File: src/design/pbb_pkg.sv
package pbb_pkg;
  // ----------------------------------------------------------------
  // address map
  // ----------------------------------------------------------------
  localparam logic [15:0] ROM_BASE       = 16'h0000;
  localparam logic [15:0] ROM_END_DEF    = 16'h9fff;
  localparam logic [15:0] RAM_BASE       = 16'hfb80;
  localparam logic [15:0] RAM_BYTES_DEF  = 16'h0800;
  localparam logic [15:0] IO_BASE        = 16'hff80;
  localparam logic [15:0] TMR_ADDR       = 16'hffb3;
  localparam logic [15:0] PDATA_ADDR     = 16'hffd6;
  localparam logic [15:0] PDIR_ADDR      = 16'hffe6;
  // ----------------------------------------------------------------
  // data constants
  // ----------------------------------------------------------------
  localparam logic [7:0]  BYTE_ZERO      = 8'h00;
  localparam logic [7:0]  BYTE_ONES      = 8'hff;
  localparam logic [7:0]  RELOAD_RST     = 8'h00;
  localparam logic [7:0]  UNDEF_BYTE     = 8'h00;
  // ----------------------------------------------------------------
  // bit operations
  // ----------------------------------------------------------------
  typedef enum logic [2:0] {
    BIT_SET_OP               = 3'h0,
    BIT_CLEAR_OP             = 3'h1,
    BIT_INVERT_OP            = 3'h2,
    CARRY_TO_BIT_OP          = 3'h3,
    INVERTED_CARRY_TO_BIT_OP = 3'h4
  } pbb_bitop_t;
  typedef enum logic [2:0] {
    ST_IDLE   = 3'b001,
    ST_MODIFY = 3'b010,
    ST_WRITE  = 3'b100
  } pbb_state_t;
endpackage

File: src/design/pbb_bridge.sv
`timescale 1ns/10ps
// Notes on behaviour
// - peripheral data moves over byte bus
// - word write stores upper byte only
// - word read returns register in upper byte
// - unmapped writes are dropped
// - unmapped reads return undefined value
// - bit ops read, modify, write byte
// - timer address reads counter, writes reload
// - port read gives pins for inputs
// - rmw copies input pin levels into latch
// - ram decoded from base, variant length
// - rom decoded from zero to end
// - direction register reads all ones
module pbb_bridge #(
  parameter logic [15:0] ROM_END   = pbb_pkg::ROM_END_DEF,
  parameter logic [15:0] RAM_BYTES = pbb_pkg::RAM_BYTES_DEF,
  parameter int          PWIDTH    = 8
) (
  // clock and reset
  input  wire logic              clk,
  input  wire logic              rst,
  // cpu access
  input  wire logic              req,
  input  wire logic              req_we,
  input  wire logic              req_word,
  input  wire logic [15:0]       req_addr,
  input  wire logic [15:0]       req_wdata,
  output logic                   ack,
  output logic      [15:0]       rdata,
  // cpu bit operation
  input  wire logic              bit_req,
  input  wire logic [2:0]        bit_op,
  input  wire logic [2:0]        bit_num,
  input  wire logic              bit_carry,
  input  wire logic [15:0]       bit_addr,
  output logic                   bit_done,
  // memory selects
  output logic                   rom_sel,
  output logic                   ram_sel,
  output logic                   unmapped,
  // timer
  input  wire logic [7:0]        timer_count,
  output logic      [7:0]        timer_reload,
  output logic                   timer_reload_wr,
  // port pins
  input  wire logic [PWIDTH-1:0] pin_in,
  output logic      [PWIDTH-1:0] pin_out,
  output logic      [PWIDTH-1:0] pin_oe_n
);
  typedef struct packed {
    pbb_pkg::pbb_state_t state;
    logic [15:0]         addr;
    logic [2:0]          op;
    logic [2:0]          num;
    logic                carry;
    logic [7:0]          data;
    logic                ack;
    logic [15:0]         rdata;
    logic                done;
    logic [7:0]          reload;
    logic                reload_wr;
  } pbb_st_t;
  pbb_st_t st;
  pbb_st_t next_st;

  logic              io_we;
  logic [15:0]       io_addr;
  logic [7:0]        io_wdata;
  logic [PWIDTH-1:0] port_rd;

  // ----------------------------------------------------------------
  // decode
  // ----------------------------------------------------------------
  // rom window
  function automatic logic is_rom(input logic [15:0] a);
    is_rom = (a >= pbb_pkg::ROM_BASE) && (a <= ROM_END);
  endfunction
  function automatic logic is_ram(input logic [15:0] a);
    logic [16:0] top;
    top    = {1'b0, pbb_pkg::RAM_BASE} + {1'b0, RAM_BYTES};
    is_ram = (a >= pbb_pkg::RAM_BASE) && ({1'b0, a} < top);
  endfunction
  function automatic logic is_io(input logic [15:0] a);
    is_io = (a == pbb_pkg::TMR_ADDR) || (a == pbb_pkg::PDATA_ADDR) || (a == pbb_pkg::PDIR_ADDR);
  endfunction
  function automatic logic [7:0] io_read(input logic [15:0] a, input logic [7:0] cnt,
                                         input logic [7:0] prt);
    case (a)
      pbb_pkg::TMR_ADDR:   io_read = cnt;
      pbb_pkg::PDATA_ADDR: io_read = prt;
      pbb_pkg::PDIR_ADDR:  io_read = pbb_pkg::BYTE_ONES;
      default:             io_read = pbb_pkg::UNDEF_BYTE;
    endcase
  endfunction
  function automatic logic [7:0] modify(input logic [7:0] d, input logic [2:0] op,
                                        input logic [2:0] n, input logic c);
    logic [7:0] r;
    r = d;
    case (op)
      pbb_pkg::BIT_SET_OP:               r[n] = 1'b1;
      pbb_pkg::BIT_CLEAR_OP:             r[n] = 1'b0;
      pbb_pkg::BIT_INVERT_OP:            r[n] = ~d[n];
      pbb_pkg::CARRY_TO_BIT_OP:          r[n] = c;
      pbb_pkg::INVERTED_CARRY_TO_BIT_OP: r[n] = ~c;
      default:                           r = d;
    endcase
    modify = r;
  endfunction

  assign rom_sel  = is_rom(req_addr);
  assign ram_sel  = is_ram(req_addr);
  assign unmapped = ~rom_sel & ~ram_sel & ~is_io(req_addr) & (req_addr < pbb_pkg::IO_BASE);

  // ----------------------------------------------------------------
  // byte bus write path
  // ----------------------------------------------------------------
  always_comb begin
    io_we    = 1'b0;
    io_addr  = req_addr;
    io_wdata = pbb_pkg::BYTE_ZERO;
    if (st.state == pbb_pkg::ST_WRITE) begin
      io_we    = 1'b1;
      io_addr  = st.addr;
      io_wdata = st.data;
    end else if (st.state == pbb_pkg::ST_IDLE && req && req_we && !bit_req) begin
      // a bit op in the same cycle wins, so the plain write must not land unacknowledged
      // only mapped io stores
      io_we    = is_io(req_addr);
      io_wdata = req_word ? req_wdata[15:8] : req_wdata[7:0];
    end
  end

  pbb_port #(
    .WIDTH (PWIDTH)
  ) u_port (
    .clk      (clk),
    .rst      (rst),
    .wr_data  (io_we && io_addr == pbb_pkg::PDATA_ADDR),
    .wr_dir   (io_we && io_addr == pbb_pkg::PDIR_ADDR),
    .wdata    (io_wdata[PWIDTH-1:0]),
    .pin_in   (pin_in),
    .pin_out  (pin_out),
    .pin_oe_n (pin_oe_n),
    .rd_data  (port_rd)
  );

  // ----------------------------------------------------------------
  // sequencer
  // ----------------------------------------------------------------
  always_comb begin
    next_st           = st;
    next_st.ack       = 1'b0;
    next_st.done      = 1'b0;
    next_st.reload_wr = 1'b0;
    if (io_we && io_addr == pbb_pkg::TMR_ADDR) begin
      next_st.reload    = io_wdata;
      next_st.reload_wr = 1'b1;
    end
    case (st.state)
      pbb_pkg::ST_IDLE: begin
        // bit operations win over plain requests in the same cycle
        if (bit_req) begin
          next_st.state = pbb_pkg::ST_MODIFY;
          next_st.addr  = bit_addr;
          next_st.op    = bit_op;
          next_st.num   = bit_num;
          next_st.carry = bit_carry;
          next_st.data  = io_read(bit_addr, timer_count, port_rd);
        end else if (req) begin
          next_st.ack = 1'b1;
          if (!req_we) begin
            next_st.rdata = req_word ? {io_read(req_addr, timer_count, port_rd), pbb_pkg::UNDEF_BYTE}
                                     : {pbb_pkg::BYTE_ZERO, io_read(req_addr, timer_count, port_rd)};
          end
        end
      end
      pbb_pkg::ST_MODIFY: begin
        next_st.data  = modify(st.data, st.op, st.num, st.carry);
        next_st.state = pbb_pkg::ST_WRITE;
      end
      pbb_pkg::ST_WRITE: begin
        next_st.done  = 1'b1;
        next_st.state = pbb_pkg::ST_IDLE;
      end
      default: next_st.state = pbb_pkg::ST_IDLE;
    endcase
  end

  always_ff @(posedge clk or posedge rst) begin
    if (rst) begin
      st        <= '0;
      st.state  <= pbb_pkg::ST_IDLE;
      st.reload <= pbb_pkg::RELOAD_RST;
    end else begin
      st <= next_st;
    end
  end

  assign ack             = st.ack;
  assign rdata           = st.rdata;
  assign bit_done        = st.done;
  assign timer_reload    = st.reload;
  assign timer_reload_wr = st.reload_wr;
endmodule

File: src/design/pbb_port.sv
`timescale 1ns/10ps
module pbb_port #(
  parameter int WIDTH = 8
) (
  // clock and reset
  input  wire logic             clk,
  input  wire logic             rst,
  // byte bus writes
  input  wire logic             wr_data,
  input  wire logic             wr_dir,
  input  wire logic [WIDTH-1:0] wdata,
  // pins
  input  wire logic [WIDTH-1:0] pin_in,
  output logic      [WIDTH-1:0] pin_out,
  output logic      [WIDTH-1:0] pin_oe_n,
  // read view
  output logic      [WIDTH-1:0] rd_data
);
  typedef struct packed {
    logic [WIDTH-1:0] sync1;
    logic [WIDTH-1:0] sync2;
    logic [WIDTH-1:0] sync3;
    logic [WIDTH-1:0] level;
    logic [WIDTH-1:0] port3_output_latch;
    logic [WIDTH-1:0] port3_direction_control;
  } pbb_port_st_t;
  pbb_port_st_t st;
  pbb_port_st_t next_st;

  always_comb begin
    next_st       = st;
    next_st.sync1 = pin_in;
    next_st.sync2 = st.sync1;
    next_st.sync3 = st.sync2;
    // a level counts once two stages agree; filters single-cycle glitches
    for (int i = 0; i < WIDTH; i++) begin
      if (st.sync2[i] == st.sync3[i]) begin
        next_st.level[i] = st.sync3[i];
      end
    end
    if (wr_data) begin
      next_st.port3_output_latch = wdata;
    end
    if (wr_dir) begin
      next_st.port3_direction_control = wdata;
    end
  end

  always_ff @(posedge clk or posedge rst) begin
    if (rst) begin
      st <= '0;
    end else begin
      st <= next_st;
    end
  end

  assign pin_out  = st.port3_output_latch;
  assign pin_oe_n = ~st.port3_direction_control;
  assign rd_data  = (st.port3_direction_control & st.port3_output_latch)
                  | (~st.port3_direction_control & st.level);
endmodule

File: config.mk
export PLATFORM = sky130hd
export DESIGN_NAME = pbb_bridge
export DESIGN_NICKNAME = d
export VERILOG_FILES = /design/src/design/pbb_pkg.sv /design/src/design/pbb_bridge.sv /design/src/design/pbb_port.sv
export SDC_FILE = /design/constraint.sdc
export NUM_CORES = 1
export LEC_CHECK = 0
export ABC_AREA = 1
export BUFFER_PORTS_ARGS = -buffer_cell sky130_fd_sc_hd__buf_2
export CORE_UTILIZATION = 49
export CTS_CLUSTER_DIAMETER = 40
export DETAILED_ROUTE_END_ITERATION = 10
export PLACE_DENSITY = 0.73
export REMOVE_ABC_BUFFERS = 1
export SYNTH_ARGS = -nofsm -noshare
export SYNTH_HDL_FRONTEND = slang
export SYNTH_HIERARCHICAL = 1
export SYNTH_SLANG_ARGS = --single-unit
File: constraint.sdc
create_clock -name clk -period 2 [get_ports clk]
set_clock_uncertainty 0.05 [all_clocks]
set_input_delay 0.4 -clock clk [delete_from_list [all_inputs] [get_ports clk]]
set_output_delay 0.4 -clock clk [all_outputs]
set_load 0.01 [all_outputs]
* Word level (Yosys, flattened, before mapping)
Cells that the tools add are included.
Storage, ports and cells: bits in registers 109, bits in latches 0, memory bits (writable) 0, ROM bits 0, logic and storage cells 117, memories 0
Cells by class: add/sub/neg operators 0, multipliers 0, divide/modulo/power cells 0, $lt $le $gt $ge 7, equality and inequality tests 26, shift-type cells 0, muxes and demuxes 26, bitwise operators 17, reductions and logical operators 17
Operators with widths (count):
- equality test 16 bit, second input constant | 9
- two-way mux 17 bit | 3
- two-way mux 16 bit | 3
- one-hot mux 8 bit (3 select lines) | 2
- one-hot mux 8 bit (5 select lines) | 1
- two-way mux 34 bit | 1
- AND 8 bit | 3
- bitwise mux 8 bit | 3
- two-way mux 8 bit | 3
- < comparator 16 x 17 -> 1 bit, second input constant | 1
- greater-or-equal comparator 16 x 1 -> 1 bit, second input constant | 1
- greater-or-equal comparator 16 bit, second input constant | 1
- less-or-equal comparator 16 bit, second input constant | 1
- < comparator 16 bit, second input constant | 1
- inverter 8 bit | 2
- OR 8 bit | 2
- one-hot mux 8 bit (2 select lines) | 1
- equality test 3 x 2 -> 1 bit, second input constant | 3
- logical AND 1 bit | 9
- equality test 1 bit | 8
- inverter 1 bit | 7
- equality test 3 x 1 -> 1 bit, second input constant | 2
- equality test 3 bit, second input constant | 2
- two-way mux 1 bit | 6
- 15 further kinds | 18

* Depth between registers and ports, before layout
depth in word-level cells 9, gate-level depth with buffers 12, depth with buffers taken out 11

* Cells and area by module
The synthesis kept the hierarchy.
Modules (own cells, without submodules):
- pbb_bridge | instances 1, cells each 529, area an instance 3814.9 sq um, sequential area each 1527.7 sq um
- pbb_port | instances 1, cells each 155, area an instance 1687.9 sq um, sequential area each 1201.2 sq um

* Worst setup path after synthesis
OpenSTA, ideal clock, no wires.
kind input to register, start in bit_req, end reg u_port.st, in the netlist u_port/pin_out[0], library setup time 126 ps, arrival 1829 ps, required time 1824 ps, path slack -6 ps, cell stages on the path 10, path buffers 2, cells stage by stage buf_2 nor3_2 nand2_1 inv_2 nand2_1 nand2_2 nand3_1 nor2_1 buf_6 o21ai_0
Between the ends: longest elaborated chain between the ends 5, elaborated cells between the ends (all ways) 7
RTL lines:
- start, declared | line pbb_bridge.sv:32 | input wire logic bit_req,
- zero test 1 bit * | line pbb_bridge.sv:126 | end else if (st.state == pbb_pkg::ST_IDLE && req && req_we && !bit_req) begin
- logical AND 1 bit * | line pbb_bridge.sv:126
- two-way mux 1 bit | line pbb_bridge.sv:126
- two-way mux 1 bit | line pbb_bridge.sv:122 | if (st.state == pbb_pkg::ST_WRITE) begin
- logical AND 1 bit | line pbb_bridge.sv:139 | .wr_data (io_we && io_addr == pbb_pkg::PDATA_ADDR),
- end signal, assigned | line pbb_port.sv:53 | st <= next_st;
- end, declared | line pbb_port.sv:27 | pbb_port_st_t st;
Mark *: on every way between the ends. The rest lies on a longest branch, timed or not. A chain may end at the register's enable or synchronous reset.

* Worst setup path after layout
start reg st[58] (netlist bit), end reg u_port/st[4] (netlist bit)
Between the ends: longest elaborated chain between the ends 7, elaborated cells between the ends (all ways) 12
RTL lines:
- start, declared | line pbb_bridge.sv:64 | pbb_st_t st;
- start signal, assigned | line pbb_bridge.sv:196 | st <= next_st;
- equality test 3 x 1 -> 1 bit | line pbb_bridge.sv:126
- logical AND 1 bit (3 in series) | line pbb_bridge.sv:126
- two-way mux 1 bit | line pbb_bridge.sv:126
- two-way mux 1 bit | line pbb_bridge.sv:122
- logical AND 1 bit | line pbb_bridge.sv:140 | .wr_dir (io_we && io_addr == pbb_pkg::PDIR_ADDR),
Several ways; a longest one is shown, not always the timed one.

==> impl_metrics.env <==
export IMPL_run_status="finished clean"
export IMPL_antenna_found_initial=0
export IMPL_synth_most_common_cell="nand2_1"
export IMPL_setup_viol=0
export IMPL_reg2reg_from="st[58]"
export IMPL_syn_avg_cell_area_um2=8.04
export IMPL_htree_levels=3
export IMPL_io_pins=123
export IMPL_rsz0062_at_grt="yes"
export IMPL_areaGrowthSynthToFinish_pct=19.3
export IMPL_antenna_left=0
export IMPL_synth_warnings=6
export IMPL_whs_ns=0.0434
export IMPL_dpl_hpwl_mm=11.1
export IMPL_cp_max_fo=15
export IMPL_cts_root_buffer="clkbuf_8"
export IMPL_clk_path_buf_depth=2
export IMPL_wirelength_mm=14.8
export IMPL_worstMarginPinSlew_ns=0.657
export IMPL_min_to="u_port/next_st[32]"
export IMPL_antennaDiodeCount=0
export IMPL_grt_pass1_vias=4910
export IMPL_hold_start="pin_in[0]"
export IMPL_finalPower_mw=6.04
export IMPL_endpoint_kind="flip-flop"
export IMPL_seq_area_frac_synth_pct=49.6
export IMPL_ir_worst_vdd_v=0.000641
export IMPL_slew_violations=0
export IMPL_clkSinkCount=109
export IMPL_numPortBuffers=122
export IMPL_hold_class="in2reg"
export IMPL_drtIter0Drc=291
export IMPL_synth_top_family_by_area="simple AND/OR/NAND/NOR gates"
export IMPL_synth_top_cells_by_area="dfrtp_1, nand2_1, nand3_1"
export IMPL_max_freq_mhz=514
export IMPL_rrSetupSlack_ns=0.05
export IMPL_start_kind="flip-flop"
export IMPL_slew_headroom_pct=55.9
export IMPL_min_period_ns=1.95
export IMPL_muxShareOfSynthArea_pct=1.46
export IMPL_synth_cells=684
export IMPL_via_count=5051
export IMPL_worstSetupStartpoint="st[58]"
export IMPL_cp_required_ns=2.28
export IMPL_die_area_um2=11700
export IMPL_yosys_register_bits=109
export IMPL_synth_area_leader_cell="dfrtp_1"
export IMPL_leakage_nw=3.53
export IMPL_grt_max_degree=38
export IMPL_fp_dieH_um=108
export IMPL_grt_use_total_pct=26.1
export IMPL_routed_via_density=5.36
export IMPL_maxCapViolations=0
export IMPL_row_count=38
export IMPL_overflow=0
export IMPL_dpl_cell_count=922
export IMPL_routedWlPerCell_um=15.7
export IMPL_synth_edf_count=0
export IMPL_r2r_end="u_port/st[4]"
export IMPL_cts_made_buffers=9
export IMPL_initial_utilization_pct=50.5
export IMPL_clk_pin_slew_ns=0.11
export IMPL_synth_area_um2=5500
export IMPL_crit_type="reg2reg"
export IMPL_synth_simple_gate_area_share_pct=28.3
export IMPL_drc=0
export IMPL_tns_ns=0
export IMPL_die_x_um=108
export IMPL_synth_compound_area_share_pct=9.69
export IMPL_final_util_pct=60.3
export IMPL_reg2reg_depth=11
export IMPL_ys_types=28
export IMPL_holdPathStages=1
export IMPL_synth_xor_area_share_pct=0
export IMPL_powerDensity_nw_per_um2=920
export IMPL_yosys_top_cells_count="nand2_1, dfrtp_1, nand3_1"
export IMPL_synth_top_area_share_pct=49.1
export IMPL_core_region_area_um2=10900
export IMPL_first_pass_iters=5
export IMPL_cp_arrival_ns=2.23
export IMPL_grt_pass1_wl_mm=23.0
export IMPL_drive_gt1_share_pct=25.3
export IMPL_place_gp_congestion=0.884
export IMPL_period_share_pct=97.4
export IMPL_async_flop_share_pct=100
export IMPL_cts_tree="yes"
export IMPL_fin_nets=875
export IMPL_finalHoldViolCount=0
export IMPL_synth_ff_type="dfrtp_1"
export IMPL_synthAdderAreaFrac_pct=0
export IMPL_clk_latency_ns=0.40
export IMPL_fin_cells=943
placed cells by master, fill, tap and decap left out, types with 16 or more instances in the layout:
cell	count
buf_4	21
nand3_1	93
nand4_1	17
inv_1	66
a22o_1	16
o21ai_0	36
buf_2	122
nor2_1	41
dfrtp_1	107
nand2_1	177
worst max-delay path, stage by stage (launching register included):
cell and delay (ns):
dfstp_2 0.41, nor2_4 0.16, nand2_4 0.10, buf_8 0.16
o21ai_2 0.14, nand2_1 0.09, nor2_2 0.17, nand3_4 0.11
nor2_4 0.18, buf_6 0.16, nand2_1 0.06, o21ai_0 0.08
repair_timing:
| item | 4_1_cts | 5_1_grt |
|---|---|---|
| setup endpoints to repair | 0 | 24 |
| setup buffers | 0 | 1 |
| hold endpoints to repair | 24 | 0 |
| gates resized for setup | 0 | 43 |
| hold buffers | 1 | 0 |
registers in the layout (all words and copies together), names as in the netlist:
register / cells
st: 34
u_port/st: 24
rdata: 16
u_port/next_st: 16
timer_reload: 8
u_port/pin_out: 8
ack: 1
bit_done: 1
timer_reload_wr: 1
routing by layer:
metal,part of all wire [%],global-route usage (%)
met3,5.5,4.76
met5,0,0
met4,3.2,12.3
met2,49,44.1
met1,43,32.4
report_power, final:
group	internal, mW	switching [mW]	leakage [nW]
Clock	0.650	0.846	0.114
Combinational	0.554	1.16	2.09
Sequential	2.55	0.274	1.32
logic make-up (layout without fill, tap and decap cells):
group                  Yosys count  in the layout
buffers and inverters          121            239
and+or+nand+nor                357            358
DFF                            109            109
AOI/OAI and AO/OA               89             89
muxes                            8              8
worst max path at each step:
stage / to / slack, ns / cells after the start
after floorplan: u_port/pin_out[0] / -0.79 / 9
after global placement: u_port/pin_out[6] / 0.09 / 11
after detailed placement: u_port/pin_out[6] / 0.03 / 10
after CTS: timer_reload[3] / 0.02 / 10
after global routing: u_port/st[7] / -0.05 / 11
final: u_port/st[4] / 0.05 / 11
layout make-up:
type / instances / area (µm²)
multi-input cells: 455 / 2270
flip-flops and latches: 109 / 2730
clock inverters: 6 / 86.3
inverters: 72 / 270
well taps: 140 / 175
fillers: 950 / 4330
repair buffers: 151 / 891
clock buffers: 10 / 138
stage by stage:
step / instance area [µm²] / setup slack (ns)
finish: 6560 / 0.0526
global route: 6560 / -0.0490
CTS: 6410 / 0.0158
detailed placement: 6180 / 0.0324
global placement: 6180 / 0.0877
floorplan: 5170 / -0.787
Note: power is estimated with default switching activity, not from simulation.
